### config.mk
export PLATFORM = sky130hd
export DESIGN_NAME = cbrd_top
export DESIGN_NICKNAME = d
export VERILOG_FILES = /design/src/core/cbrd_pkg.sv /design/src/core/cbrd_top.sv
export SDC_FILE = /design/constraint.sdc
export NUM_CORES = 1
export LEC_CHECK = 0
export BUFFER_PORTS_ARGS = -buffer_cell sky130_fd_sc_hd__buf_2
export CAP_MARGIN = 10
export CORE_AREA = 2 2 104 106
export DETAILED_ROUTE_END_ITERATION = 7
export DIE_AREA = 0 0 106 108
export GPL_ROUTABILITY_DRIVEN = 0
export GPL_TIMING_DRIVEN = 1
export SLEW_MARGIN = 20
export SYNTH_ARGS = -nofsm -noshare
export SYNTH_HDL_FRONTEND = slang
export SYNTH_SLANG_ARGS = --single-unit
### constraint.sdc
create_clock -name mclk -period 2.7 [get_ports mclk]
set_input_delay 0.135 -clock mclk [delete_from_list [all_inputs] [get_ports mclk]]
set_output_delay 0.135 -clock mclk [all_outputs]
set_load 0.05 [all_outputs]
### src/core/cbrd_pkg.sv
// Constants shared by the processor-board refresh and decode glue
package cbrd_pkg;
   // Master clock period
   localparam int unsigned CLK_NS = 50;
   // Processor cycle, two phases inside it
   localparam int unsigned CPU_CYCLE_NS = 1500;
   localparam int unsigned CPU_CYCLE_CYC = CPU_CYCLE_NS / CLK_NS;
   localparam logic [4:0] PHASE_LAST = 5'(CPU_CYCLE_CYC - 1);
   localparam logic [4:0] PH1_START = 5'h00;
   localparam logic [4:0] PH1_STOP = 5'h0d;
   localparam logic [4:0] PH2_START = 5'h0e;
   localparam logic [4:0] PH2_STOP = 5'h1d;
   // Refresh period
   localparam int unsigned REFRESH_US = 2000;
   localparam int unsigned REFRESH_CYC = REFRESH_US * 1000 / CLK_NS;
   // Least gap from cycle strobe to write strobe, rounded up
   localparam int unsigned WE_DELAY_NS = 200;
   localparam int unsigned WE_DELAY_CYC = (WE_DELAY_NS + CLK_NS - 1) / CLK_NS;
   localparam logic [2:0] WE_DELAY = 3'(WE_DELAY_CYC);
   // Refresh rows and the wait for bus release before forcing
   localparam logic [5:0] ROW_LAST = 6'h3f;
   localparam logic [4:0] STUCK_PH1 = 5'h10;
   // Address map
   localparam logic [15:0] RAM_TOP = 16'h0fff;
   localparam logic [15:0] EPROM_BASE = 16'hfc00;
   localparam logic [15:0] ADAPTER_BASE = 16'hf040;
   localparam logic [15:0] ADAPTER_TOP = 16'hf043;
   localparam logic [15:0] RTC_CLEAR = 16'hf044;
   // Real-time divider default tap
   localparam int unsigned RTC_TAP_DEF = 4;
   // Refresh sequencer states
   typedef enum logic [2:0] {
      CBRD_IDLE = 3'b001,
      CBRD_WAIT = 3'b010,
      CBRD_COUNT = 3'b100
   } cbrd_state_t;
endpackage

### src/core/cbrd_top.sv
// Clock phases, DRAM refresh, address decode and real-time divider
//
// Overview of operation
// RULE_01: Two non-overlapping phases, 1.50 us cycle.
// RULE_02: Start whole-RAM refresh every 2 ms.
// RULE_03: Refresh raises active, enables counter, halts CPU.
// RULE_04: Bus release disables CPU addresses, gates counting.
// RULE_05: Counter steps once per phase one, drives rows.
// RULE_06: At count 64 clear refresh, halt, counter.
// RULE_07: Refresh proceeds even without bus release.
// RULE_08: Data buffers point to CPU when read.
// RULE_09: Addresses 0000-0FFF assert RAM select and strobe.
// RULE_10: Cycle strobe also asserted during refresh.
// RULE_11: Write strobe at least 200 ns after cycle strobe.
// RULE_12: RAM read buffers enabled on reads only.
// RULE_13: Top 1K selects one of four EPROMs.
// RULE_14: F040-F043 select the peripheral adapter.
// RULE_15: Divider counts refreshes, interrupts at chosen tap.
// RULE_16: Address F044 clears the divider.
// RULE_17: System reset clears the divider.
// RULE_18: Interrupt drives adapter control input one.
// RULE_19: Adapter port A read clears the interrupt.
// RULE_20: Six-bit row counter restarts at zero.
// RULE_21: Divider tap is a build parameter.
`timescale 1ns/1ps
`default_nettype none
module cbrd_top #(
   parameter int unsigned REFRESH_CYCLES = cbrd_pkg::REFRESH_CYC,
   parameter int unsigned RTC_TAP = cbrd_pkg::RTC_TAP_DEF
) (
   // Clock and reset
   input wire logic mclk,
   input wire logic sys_rst,
   // Processor bus
   input wire logic [15:0] cpu_addr,
   input wire logic cpu_rw,
   input wire logic cpu_vma,
   input wire logic bus_released,
   // Processor clocks and control
   output logic ph1,
   output logic ph2,
   output logic halt_req,
   output logic cpu_addr_buf_en,
   output logic data_to_cpu,
   // Refresh address drive
   output logic refresh_active,
   output logic row_drive_en,
   output logic [5:0] refresh_row,
   // Dynamic RAM
   output logic ram_sel,
   output logic ram_cycle,
   output logic ram_we,
   output logic ram_rdbuf_en,
   // EPROM and adapter
   output logic [3:0] eprom_sel,
   output logic [7:0] eprom_word,
   output logic peripheral_adapter_cs,
   output logic adapter_control_input_one
);
   localparam int TW = $clog2(REFRESH_CYCLES + 1);

   logic [4:0] phase;
   logic ph1_pulse;
   logic [TW-1:0] ref_timer;
   logic refresh_tick;
   cbrd_pkg::cbrd_state_t state;
   logic [4:0] stuck_cnt;
   logic [2:0] ce_age;
   logic [RTC_TAP-1:0] rt_count;
   logic in_ram, in_eprom, in_adapter, rtc_hit, porta_read;

   ////////////////////////////////////////////////////////////////////
   // Two-phase clock: gaps at both ends keep the phases apart
   always_ff @(posedge mclk or posedge sys_rst) begin
      if (sys_rst) begin
         phase <= 5'h00;
         ph1 <= 1'b0;
         ph2 <= 1'b0;
         ph1_pulse <= 1'b0;
      end else begin
         phase <= (phase == cbrd_pkg::PHASE_LAST) ? 5'h00 : phase + 5'h01;
         ph1 <= (phase < cbrd_pkg::PH1_STOP); // RULE_01
         ph2 <= (phase >= cbrd_pkg::PH2_START) &&
                (phase < cbrd_pkg::PH2_STOP); // RULE_01
         ph1_pulse <= (phase == cbrd_pkg::PH1_START);
      end
   end

   ////////////////////////////////////////////////////////////////////
   // Free-running refresh timer
   always_ff @(posedge mclk or posedge sys_rst) begin
      if (sys_rst) begin
         ref_timer <= '0;
         refresh_tick <= 1'b0;
      end else begin
         refresh_tick <= (ref_timer == TW'(REFRESH_CYCLES - 1)); // RULE_02
         if (ref_timer == TW'(REFRESH_CYCLES - 1)) begin
            ref_timer <= '0;
         end else begin
            ref_timer <= ref_timer + TW'(1);
         end
      end
   end

   ////////////////////////////////////////////////////////////////////
   // Refresh sequencer; a tick during a refresh is dropped since the
   // running pass already covers every row
   always_ff @(posedge mclk or posedge sys_rst) begin
      if (sys_rst) begin
         state <= cbrd_pkg::CBRD_IDLE;
         refresh_active <= 1'b0;
         refresh_row <= 6'h00;
         stuck_cnt <= 5'h00;
      end else begin
         case (state)
            cbrd_pkg::CBRD_IDLE: begin
               if (refresh_tick) begin
                  state <= cbrd_pkg::CBRD_WAIT;
                  refresh_active <= 1'b1; // RULE_03
                  refresh_row <= 6'h00; // RULE_20
                  stuck_cnt <= 5'h00;
               end
            end
            cbrd_pkg::CBRD_WAIT: begin
               if (ph1_pulse) begin
                  // A hung processor never releases; force after a wait
                  if (bus_released || stuck_cnt == cbrd_pkg::STUCK_PH1) begin
                     state <= cbrd_pkg::CBRD_COUNT; // RULE_04 RULE_07
                  end else begin
                     stuck_cnt <= stuck_cnt + 5'h01; // RULE_07
                  end
               end
            end
            cbrd_pkg::CBRD_COUNT: begin
               if (ph1_pulse) begin
                  if (refresh_row == cbrd_pkg::ROW_LAST) begin
                     state <= cbrd_pkg::CBRD_IDLE; // RULE_06
                     refresh_active <= 1'b0; // RULE_06
                     refresh_row <= 6'h00; // RULE_06
                  end else begin
                     refresh_row <= refresh_row + 6'h01; // RULE_05
                  end
               end
            end
            default: begin
               state <= cbrd_pkg::CBRD_IDLE;
               refresh_active <= 1'b0;
               refresh_row <= 6'h00;
            end
         endcase
      end
   end

   ////////////////////////////////////////////////////////////////////
   // Halt, address drivers and processor buffer control
   always_ff @(posedge mclk or posedge sys_rst) begin
      if (sys_rst) begin
         halt_req <= 1'b0;
         row_drive_en <= 1'b0;
         cpu_addr_buf_en <= 1'b1;
         data_to_cpu <= 1'b1;
      end else begin
         halt_req <= (state == cbrd_pkg::CBRD_IDLE) ? refresh_tick :
                     !(state == cbrd_pkg::CBRD_COUNT && ph1_pulse &&
                       refresh_row == cbrd_pkg::ROW_LAST); // RULE_03
         row_drive_en <= (state == cbrd_pkg::CBRD_IDLE) ? refresh_tick :
                         !(state == cbrd_pkg::CBRD_COUNT && ph1_pulse &&
                           refresh_row == cbrd_pkg::ROW_LAST); // RULE_03
         cpu_addr_buf_en <= !bus_released; // RULE_04
         data_to_cpu <= cpu_rw; // RULE_08
      end
   end

   ////////////////////////////////////////////////////////////////////
   // Address decode terms
   assign in_ram = cpu_vma && !refresh_active &&
                   (cpu_addr <= cbrd_pkg::RAM_TOP);
   assign in_eprom = cpu_vma && (cpu_addr >= cbrd_pkg::EPROM_BASE);
   assign in_adapter = cpu_vma && (cpu_addr >= cbrd_pkg::ADAPTER_BASE) &&
                       (cpu_addr <= cbrd_pkg::ADAPTER_TOP);
   assign rtc_hit = cpu_vma && (cpu_addr == cbrd_pkg::RTC_CLEAR);
   assign porta_read = cpu_vma && cpu_rw &&
                       (cpu_addr == cbrd_pkg::ADAPTER_BASE);

   ////////////////////////////////////////////////////////////////////
   // RAM select, cycle strobe and read buffers
   always_ff @(posedge mclk or posedge sys_rst) begin
      if (sys_rst) begin
         ram_sel <= 1'b0;
         ram_cycle <= 1'b0;
         ram_rdbuf_en <= 1'b0;
      end else begin
         ram_sel <= in_ram; // RULE_09
         ram_cycle <= in_ram || refresh_active; // RULE_09 RULE_10
         ram_rdbuf_en <= in_ram && cpu_rw; // RULE_12
      end
   end

   ////////////////////////////////////////////////////////////////////
   // Write strobe held off until the cycle strobe has aged enough
   always_ff @(posedge mclk or posedge sys_rst) begin
      if (sys_rst) begin
         ce_age <= 3'h0;
         ram_we <= 1'b0;
      end else begin
         if (!ram_cycle) begin
            ce_age <= 3'h0;
         end else if (ce_age != 3'h7) begin
            ce_age <= ce_age + 3'h1;
         end
         ram_we <= ram_sel && in_ram && !cpu_rw && ph2 &&
                   (ce_age >= cbrd_pkg::WE_DELAY); // RULE_11
      end
   end

   ////////////////////////////////////////////////////////////////////
   // EPROM and adapter selects
   always_ff @(posedge mclk or posedge sys_rst) begin
      if (sys_rst) begin
         eprom_sel <= 4'h0;
         eprom_word <= 8'h00;
         peripheral_adapter_cs <= 1'b0;
      end else begin
         eprom_sel <= in_eprom ? (4'h1 << cpu_addr[9:8]) : 4'h0; // RULE_13
         eprom_word <= cpu_addr[7:0]; // RULE_13
         peripheral_adapter_cs <= in_adapter; // RULE_14
      end
   end

   ////////////////////////////////////////////////////////////////////
   // Real-time divider; the tap is strapped, so a parameter, not software
   always_ff @(posedge mclk or posedge sys_rst) begin
      if (sys_rst) begin
         rt_count <= '0; // RULE_17
      end else if (rtc_hit) begin
         rt_count <= '0; // RULE_16
      end else if (refresh_tick) begin
         rt_count <= rt_count + RTC_TAP'(1); // RULE_15 RULE_21
      end
   end

   // Interrupt flag: a carry out of the tap beats a same-cycle clear
   always_ff @(posedge mclk or posedge sys_rst) begin
      if (sys_rst) begin
         adapter_control_input_one <= 1'b0; // RULE_17
      end else if (refresh_tick && (&rt_count)) begin
         adapter_control_input_one <= 1'b1; // RULE_15 RULE_18
      end else if (rtc_hit || porta_read) begin
         adapter_control_input_one <= 1'b0; // RULE_16 RULE_19
      end
   end
endmodule // cbrd_top
`default_nettype wire

==> flow_summary.json, run 1 <==
{
  "status": "finished, final reports clean",
  "syn_area_per_cell_sq_um": 10.9,
  "drc": 0,
  "cts_buffers": 9,
  "rsz0062_at_grt": "no",
  "syn_nets": 312,
  "numPortBuffers": 51,
  "tritoncts": "yes",
  "grt_pass1_vias": 2226,
  "clock_path_buffers": 2,
  "cp-startpoint": "state[2]",
  "drt-initial-drc-count": 79,
  "p_per_area_nw_per_um2": 576,
  "drive_above_1_share_pct": 21.8,
  "arrival_ns": 2.30,
  "period_share_pct": 75.9,
  "synth_edf_count": 0,
  "yosys.area_share.simple_pct": 21.1,
  "die_area_sq_um": 11400,
  "nFillCells": 1000,
  "min_period_ns": 2.05,
  "clock-sinks": 68,
  "core_sq_um": 10200,
  "viasPerCell": 4.72,
  "yosys_warnings": 0,
  "end_kind": "flip-flop",
  "routed_wl_mm": 5.88,
  "overflow": 0,
  "max-vdd-ir-drop_mv": 0.233,
  "ys_seq_area_share_pct": 56.0,
  "fp-row-count": 37,
  "layout_commonest_cell": "dfrtp_1",
  "min_path_type": "in -> reg",
  "yosysUniqueCellTypes": 49,
  "synth_ff_type": "dfrtp_1",
  "synth_top_area_cell": "dfrtp_1",
  "worst_pin_slew_ns": 0.693,
  "synth_top_family_by_area": "simple AND/OR/NAND/NOR gates",
  "netlist_instances": 280,
  "setup_viol": 0,
  "avgRoutedWirePerCell_microns": 12.0,
  "area_growth_pct": 26.4,
  "reg2reg_from": "state[2]",
  "pin_count": 52,
  "reg2reg_to": "refresh_row[5]",
  "detail-route-antenna-nets": 0,
  "worstPathRequired_ns": 2.95,
  "h-tree-depth": 3,
  "path_class": "reg -> reg",
  "async_reset_ff_share_pct": 100,
  "antenna-diode-count": 0,
  "synth_xor_area_share_pct": 5.18,
  "synth_fa_ha_area_share_pct": 4.52,
  "synth-seq-cells": 68,
  "clk_pin_slew_worst_paths_ns": 0.07,
  "setup_tns_ns": 0,
  "drv_slew": 0,
  "multi_input_area_sq_um": 1250,
  "regToRegSetupSlack_ns": 0.65,
  "yosys-top-cells-area": "dfrtp_1 (53%), ha_1 (4.5%), o21ai_0 (3.1%)",
  "post-dp-hpwl_mm": 4.24,
  "synth_area_sq_um": 3050,
  "antenna_found_initial": 0,
  "cts-resized-gates": 0,
  "startpoint_type": "flip-flop",
  "crit_end": "refresh_row[5]",
  "synth_compound_area_share_pct": 9.20,
  "path_max_fanout": 16,
  "timing.fmax_mhz": 488,
  "ff_latch_area_sq_um": 1710,
  "num_vias": 2311,
  "nets": 381,
  "fin_ws_ns": 0.650,
  "post-place-ws_ns": 0.665,
  "fin_skew_ns": 0.00852,
  "synth_mux_area_share_pct": 0.986,
  "yosys.area.top_type_share_pct": 53.4,
  "grt_pass1_wl_mm": 9.77,
  "clock_latency_ns": 0.33,
  "grt_use_total_pct": 10.5,
  "grt_max_degree": 37,
  "leakagePower_uw": 0.00177,
  "layout_common_cells": "dfrtp_1 (65), buf_2 (51), nor2_1 (25)",
  "hold_viol": 0,
  "fp.dieH_microns": 108,
  "maxCapViolations": 0,
  "relSlewSlack_pct": 53.8,
  "cts-root-buf": "clkbuf_8",
  "dr.pass1.iters": 4,
  "die_w_microns": 106,
  "initial_core_util_pct": 29.8,
  "reg2reg_depth": 4
}
per-layer routing:
metal	part of all wire, %	global-route usage [%]	routed length [microns]	up-vias
li1	-	-	-	1136
met4	1.3	5.17	74	0
met3	3.9	1.93	229	7
met1	47	13.0	2750	1117
met2	48	17.7	2830	51
met5	0	0	0	-
cells in the mapped netlist (all sizes together) (5+ instances only):
cell    count
a21oi       8
buf         5
dfrtp      65
ha         11
inv        15
nand2      12
nand3       9
nand3b      5
nand4       9
nor2       26
nor3        8
nor3b       5
nor4        6
nor4b       5
o21ai      19
xnor2       8
xor2       10
registers in the layout (all words and copies together) (netlist names), 3 cells and up:
| name | count |
|---|---|
| ref_timer | 16 |
| eprom_word | 8 |
| refresh_row | 6 |
| phase | 5 |
| stuck_cnt | 5 |
| eprom_sel | 4 |
| rt_count | 4 |
| ce_age | 3 |
| state | 3 |
power breakdown:
group / total, uW / switching, uW / internal (uW)
logic: 102 / 68.4 / 33.9
clock network: 1080 / 378 / 705
registers: 1030 / 2.35 / 1030
kinds of logic after synthesis:
family	Yosys count
AOI/OAI and AO/OA	45
adders and majority gates	11
muxes	3
xor gates and xnor gates	18
DFF	68
and+or+nand+nor	113
buffers and inverters	22
worst min-delay path by stage:
stage | from | endpoint | slack, ns | cells after the start
2_1_floorplan | cpu_rw | data_to_cpu | 0.14 | 0
3_3_place_gp | cpu_addr[1] | eprom_word[1] | 0.26 | 1
3_5_place_dp | cpu_addr[1] | eprom_word[1] | 0.26 | 1
4_1_cts | cpu_addr[8] | eprom_sel[2] | 0.002 | 2
5_1_grt | cpu_addr[8] | eprom_sel[2] | 0.02 | 2
6_report | cpu_addr[8] | eprom_sel[2] | 0.02 | 2
repair_timing:
item                                   in CTS  in global routing
endpoints found under the hold margin      42                  0
buffers inserted                            0                  0
hold buffers                               13                  0
cell type report:
| cell class | instances | area share [%] |
|---|---|---|
| tap | 136 | 4.42 |
| sequential | 68 | 44.3 |
| clock buffer | 9 | 3.22 |
| multi-input combinational | 190 | 32.4 |
| timing repair buffer | 65 | 10.5 |
| inverter | 15 | 1.46 |
| clock inverter | 7 | 3.61 |
critical path, stage by stage, from the launching register on:
cell and delay, ns:
dfrtp_1 0.60, nor3b_1 0.17, or3_1 0.51, or4_1 0.54, a21oi_1 0.16
through the flow:
stage                     utilization, %  instances  area [sq um]  hold WS (ns)  power [uW]
after floorplan                        -        280          3050         0.139        1100
after detailed placement            33.8        461          3460         0.259        1140
after global routing                37.6        490          3850        0.0209        2300
final                               37.6        490          3850        0.0179        2220
after global placement              33.8        461          3460         0.258        1140
after CTS                           37.6        490          3850       0.00208        2250
(Power assumes the default switching activity.)
==> run 2: changes to the inputs <==
ABC_AREA = 1   (was unset)
CORE_AREA = 2 2 109 111   (was 2 2 104 106)
DIE_AREA = 0 0 111 113   (was 0 0 106 108)
clock period = 1.7 ns   (was 2.7 ns; I/O delays follow)
==> flow_summary.json, run 2 <==
{
  "fin_skew_ns": 0.00580,
  "postCtsHoldBufs": 13,
  "routed_wl_mm": 6.55,
  "yosysUniqueCellTypes": 30,
  "ys_top_cells_by_count": "nand2_1 (72), dfrtp_1 (65), inv_1 (63)",
  "avgRoutedWirePerCell_microns": 10.7,
  "syn_nets": 422,
  "maxCapViolations": 0,
  "core_sq_um": 11300,
  "multi_input_area_sq_um": 1370,
  "cts-root-buf": "clkbuf_16",
  "fp-row-count": 39,
  "cts_buffers": 9,
  "min_path_type": "in -> reg",
  "synth_edf_count": 0,
  "final_cell_area_sq_um": 4240,
  "viasPerCell": 4.33,
  "period_share_pct": 83.8,
  "reg_top3": "ref_timer (16), eprom_word (8), refresh_row (6)",
  "ys_seq_area_share_pct": 51.2,
  "die_w_microns": 111,
  "drive_above_1_share_pct": 21.5,
  "largest_register_ffs": 16,
  "cts-resized-gates": 0,
  "drc": 0,
  "synth.most_common_cell": "nand2_1",
  "tritoncts": "yes",
  "yosys.area.top_type_share_pct": 48.8,
  "area_growth_pct": 27.2,
  "worstPathRequired_ns": 1.92,
  "ff_latch_area_sq_um": 1710,
  "syn_area_per_cell_sq_um": 8.54,
  "startpoint_type": "flip-flop",
  "yosys-top-cells-area": "dfrtp_1 (49%), nand2_1 (8.1%), inv_1 (7.1%)",
  "p_per_area_nw_per_um2": 928,
  "synth_area_sq_um": 3330,
  "clock_path_buffers": 2,
  "post-dp-hpwl_mm": 4.66,
  "setup_viol": 0,
  "worst_pin_slew_ns": 0.439,
  "pin_count": 52,
  "h-tree-depth": 3,
  "synth_ff_type": "dfrtp_1",
  "rsz0062_at_grt": "no",
  "clk_pin_slew_worst_paths_ns": 0.06,
  "end_kind": "flip-flop",
  "relSlewSlack_pct": 70.6,
  "drv_slew": 0,
  "top_register": "ref_timer",
  "fp.dieH_microns": 113,
  "path_max_fanout": 6,
  "min_period_ns": 1.42,
  "nets": 497,
  "drt-initial-drc-count": 118,
  "place_area_sq_um": 3780,
  "die_area_sq_um": 12500,
  "status": "finished, final reports clean",
  "grt_pass1_vias": 2714,
  "antenna_found_initial": 0,
  "async_reset_ff_share_pct": 100,
  "grt_pass1_wl_mm": 11.7,
  "timing.fmax_mhz": 702,
  "max-vdd-ir-drop_mv": 0.497,
  "overflow": 0,
  "arrival_ns": 1.65,
  "antenna-diode-count": 0,
  "synth_top_area_cell": "dfrtp_1",
  "nFillCells": 1128,
  "detail-route-antenna-nets": 0,
  "grt_use_total_pct": 11.5,
  "layout_common_cells": "nand2_1 (72), dfrtp_1 (65), inv_1 (62)",
  "netlist_instances": 390,
  "postCtsSetupRepairBufs": 0,
  "yosys_warnings": 0,
  "numPortBuffers": 51,
  "grt_max_degree": 69,
  "clock_latency_ns": 0.33,
  "layout_commonest_cell": "nand2_1",
  "dr.pass1.iters": 5,
  "synth-seq-cells": 68,
  "num_vias": 2656,
  "path_class": "reg -> reg",
  "clock-sinks": 68,
  "initial_core_util_pct": 29.5,
  "leakagePower_uw": 0.00221,
  "setup_tns_ns": 0,
  "hold_viol": 0
}
==> run 2: cell types whose count changed after synthesis, moves of 7 or more <==
| cell | change |
|---|---|
| inv_1 | +48 |
| nand2_1 | +60 |
| nand2_2 | +7 |
| nand3_1 | +17 |
| nor2_1 | +32 |
| o21ai_0 | -10 |
| o21ai_1 | +9 |
==> run 2: logic make-up (layout without fill, tap and decap cells) <==
logic type	Yosys count	count (layout)	share of synthesized area, %
buffers and inverters	68	148	7.78
and+or+nand+nor	200	200	28.4
adders and majority gates	11	11	4.13
AOI/OAI and AO/OA	26	26	4.06
DFF	68	68	51.2
xor gates and xnor gates	17	17	4.47
==> run 2: power breakdown <==
part           leakage [uW]  switching, uW  internal (uW)
Sequential         0.000882           12.6           1640
Combinational       0.00116            182           80.5
Clock              0.000162            690           1320
Total               0.00221            884           3050
==> run 2: worst max-delay path, stage by stage (launching register included) <==
cell and delay [ns]:
dfrtp_1 0.43, ha_1 0.22, nand3_1 0.10, nor2_1 0.18
nor2_1 0.09, nor2_1 0.14, nand2_1 0.07, nand2_1 0.05
nand2_1 0.05
==> run 2: worst paths after layout <==
path                                 from             to  slack, ns  cells past startpoint
setup / recovery           refresh_row[0]       state[2]       0.28                      8
hold / removal               cpu_addr[11]   eprom_sel[3]        0.1                      3
setup reg to reg           refresh_row[0]       state[2]       0.28                      8
hold reg to reg                  phase[4]            ph1       0.46                      1
max in group asynchronous         sys_rst    data_to_cpu       0.96                      4
min in group asynchronous         sys_rst  ref_timer[14]       0.39                      4
==> run 2: area by class of cell <==
cell class	instances	area share (%)
timing repair buffer	65	9.57
multi-input combinational	254	32.2
tap	143	4.22
inverter	67	6.02
clock inverter	6	2.07
sequential	68	40.2
clock buffer	10	5.64
==> run 2: per-stage QoR <==
stage | setup slack [ns] | util [%] | cells | hold slack (ns) | total power (uW)
3_5_place_dp | 0.280 | 33.5 | 584 | 0.209 | 1930
4_1_cts | 0.271 | 37.6 | 613 | 0.0801 | 3990
6_report | 0.275 | 37.6 | 613 | 0.0976 | 3930
5_1_grt | 0.0542 | 37.6 | 613 | 0.115 | 4090
3_3_place_gp | 0.340 | 33.5 | 584 | 0.207 | 1930
2_1_floorplan | 0.0495 | - | 390 | 0.0895 | 1850
==> run 2: layer usage <==
metal | vias up | GRT usage, % | wire length (microns)
met5 | - | 0 | 0
met4 | 0 | 5.08 | 132
met3 | 11 | 3.48 | 201
met2 | 31 | 20.1 | 3240
met1 | 1246 | 13.1 | 2980
li1 | 1368 | - | -
==> run 3: changes to the inputs <==
clock period = 1.15 ns   (was 1.7 ns; I/O delays follow)
==> flow_summary.json, run 3 (synthesized netlist as in run 2, its figures left out) <==
{
  "holdPathEnd": "ram_sel",
  "relSlewSlack_pct": 74.0,
  "tritoncts": "yes",
  "clkPwrFrac_pct": 51.8,
  "detail-route-antenna-nets": 0,
  "path_max_fanout": 5,
  "largest_register_ffs": 16,
  "numPortBuffers": 51,
  "min_period_ns": 1.33,
  "p_switching_uw": 1390,
  "clock_latency_ns": 0.33,
  "avgRoutedWirePerCell_microns": 11.6,
  "timing.fmax_mhz": 753,
  "leakagePower_uw": 0.00246,
  "p_per_area_nw_per_um2": 1250,
  "core_sq_um": 11300,
  "nFillCells": 1070,
  "die_area_sq_um": 12500,
  "clock-sinks": 68,
  "die_w_microns": 111,
  "reg2reg_depth": 6,
  "hold_viol": 0,
  "fp-row-count": 39,
  "reg2reg_to": "refresh_active",
  "max-vdd-ir-drop_mv": 0.730,
  "viasPerCell": 4.40,
  "worstPathRequired_ns": 1.37,
  "placedCellCount": 618,
  "fin_skew_ns": 0.00571,
  "regToRegSetupSlack_ns": -0.18,
  "p_comb_share_pct": 8.1,
  "min_path_type": "in -> reg",
  "grt_use_total_pct": 12.5,
  "multi_input_area_sq_um": 1600,
  "path_class": "reg -> reg",
  "num_vias": 2902,
  "reg_top3": "ref_timer (16), eprom_word (8), refresh_row (6)",
  "drive_above_1_share_pct": 39.9,
  "area_growth_pct": 47.0,
  "initial_core_util_pct": 29.5,
  "overflow": 0,
  "end_kind": "flip-flop",
  "rsz0062_at_grt": "yes",
  "pin_count": 52,
  "startpoint_type": "flip-flop",
  "maxCapViolations": 0,
  "p_sw_share_pct": 22.8,
  "antenna_found_initial": 0,
  "instances_no_fill": 659,
  "reg2reg_from": "state[0]",
  "drv_slew": 0,
  "dr.pass1.iters": 4,
  "violations": "negative setup slack",
  "fin_ws_ns": -0.177,
  "antenna-diode-count": 0,
  "cts-root-buf": "clkbuf_16",
  "clock_path_buffers": 2,
  "post-dp-hpwl_mm": 5.21,
  "top_register": "ref_timer",
  "arrival_ns": 1.55,
  "grt_pass1_vias": 2929,
  "cts_buffers": 9,
  "layout_common_cells": "nand2_1 (59), dfrtp_1 (56), inv_1 (55)",
  "grt_pass1_wl_mm": 12.9,
  "drt-initial-drc-count": 85,
  "layout_commonest_cell": "nand2_1",
  "grt_max_degree": 20,
  "nets": 543,
  "fp.dieH_microns": 113,
  "routed_wl_mm": 7.64,
  "hold_depth": 3,
  "clk_pin_slew_worst_paths_ns": 0.06,
  "worst_pin_slew_ns": 0.389,
  "period_share_pct": 115,
  "power_frac_seq_pct": 40.1,
  "ff_latch_area_sq_um": 1720,
  "setup_viol": 29,
  "post-route-util_pct": 43.4,
  "status": "finished, violations left",
  "h-tree-depth": 3,
  "hold_path.startpoint": "cpu_addr[13]",
  "internal-power_uw": 4710,
  "drc": 0
}
==> run 3: cell types whose count changed in the layout (fill, tap and decap cells not counted), moves of 6 or more <==
cell and delta:
o21ai_2 +7, dfrtp_1 -9, inv_1 -7, buf_4 +49
ha_1 -6, nand2_1 -13, dfrtp_2 +9, buf_2 -11
nor2_1 -10, nor2_2 +7, nand2_2 +10
==> run 3: what timing repair did <==
action                                 CTS  global route
endpoints found under the hold margin   23             0
hold buffers                            14             0
pin swaps                               11            14
gates cloned                             1             0
resized for setup                       32            40
setup endpoints to repair               35            47
setup buffers                            8             6
==> run 3: worst max-delay path, cell delays in order, from the launching register on <==
cell and delay (ns):
dfstp_2 0.59, nand3b_1 0.14, nand2_2 0.07, nor2_4 0.19, nand2_2 0.11, nand2_1 0.07, nand2_1 0.04
==> run 3: power by group through the flow <==
stage               Combinational, uW  Sequential [uW]  Clock, uW
global placement                  383             2490          0
detailed placement                389             2490          0
CTS                               467             2450       3210
global route                      539             2450       3320
floorplan                         151             2580          0
finish                            492             2450       3160
==> run 3: area by class of cell <==
| cell class | instances | area share (%) |
|---|---|---|
| sequential | 68 | 35.1 |
| clock buffer | 9 | 4.60 |
| multi-input combinational | 255 | 32.6 |
| tap | 143 | 3.65 |
| clock inverter | 7 | 2.35 |
| inverter | 67 | 5.37 |
| timing repair buffer | 110 | 16.4 |
==> run 3: metrics by stage <==
step	setup slack [ns]	hold slack, ns	instance area, sq um	TNS [ns]	total power [uW]
floorplan	-0.213	0.0620	3400	-1.59	2730
global placement	-0.122	0.0750	4110	-2.24	2870
detailed placement	-0.179	0.0723	4110	-3.19	2880
CTS	-0.153	0.0491	4760	-2.80	6130
global route	-0.258	0.0801	4900	-5.91	6310
finish	-0.177	0.0534	4900	-3.48	6100
==> run 3: layer usage <==
metal / track usage (%) / part of all wire, %
met1: 15.0 / 43
met2: 21.6 / 52
met4: 4.08 / 1.5
met5: 0 / 0
met3: 3.86 / 3.4
==> run 3: how the worst max path moves through the flow <==
stage,start,depth (start not counted),endpoint,slack [ns]
after floorplan,refresh_row[0],8,state[2],-0.21
after global placement,ref_timer[0],6,ref_timer[6],-0.12
after detailed placement,stuck_cnt[1],10,stuck_cnt[4],-0.18
after CTS,ref_timer[0],6,ref_timer[6],-0.15
after global routing,stuck_cnt[0],10,stuck_cnt[1],-0.26
final,state[0],6,refresh_active,-0.18
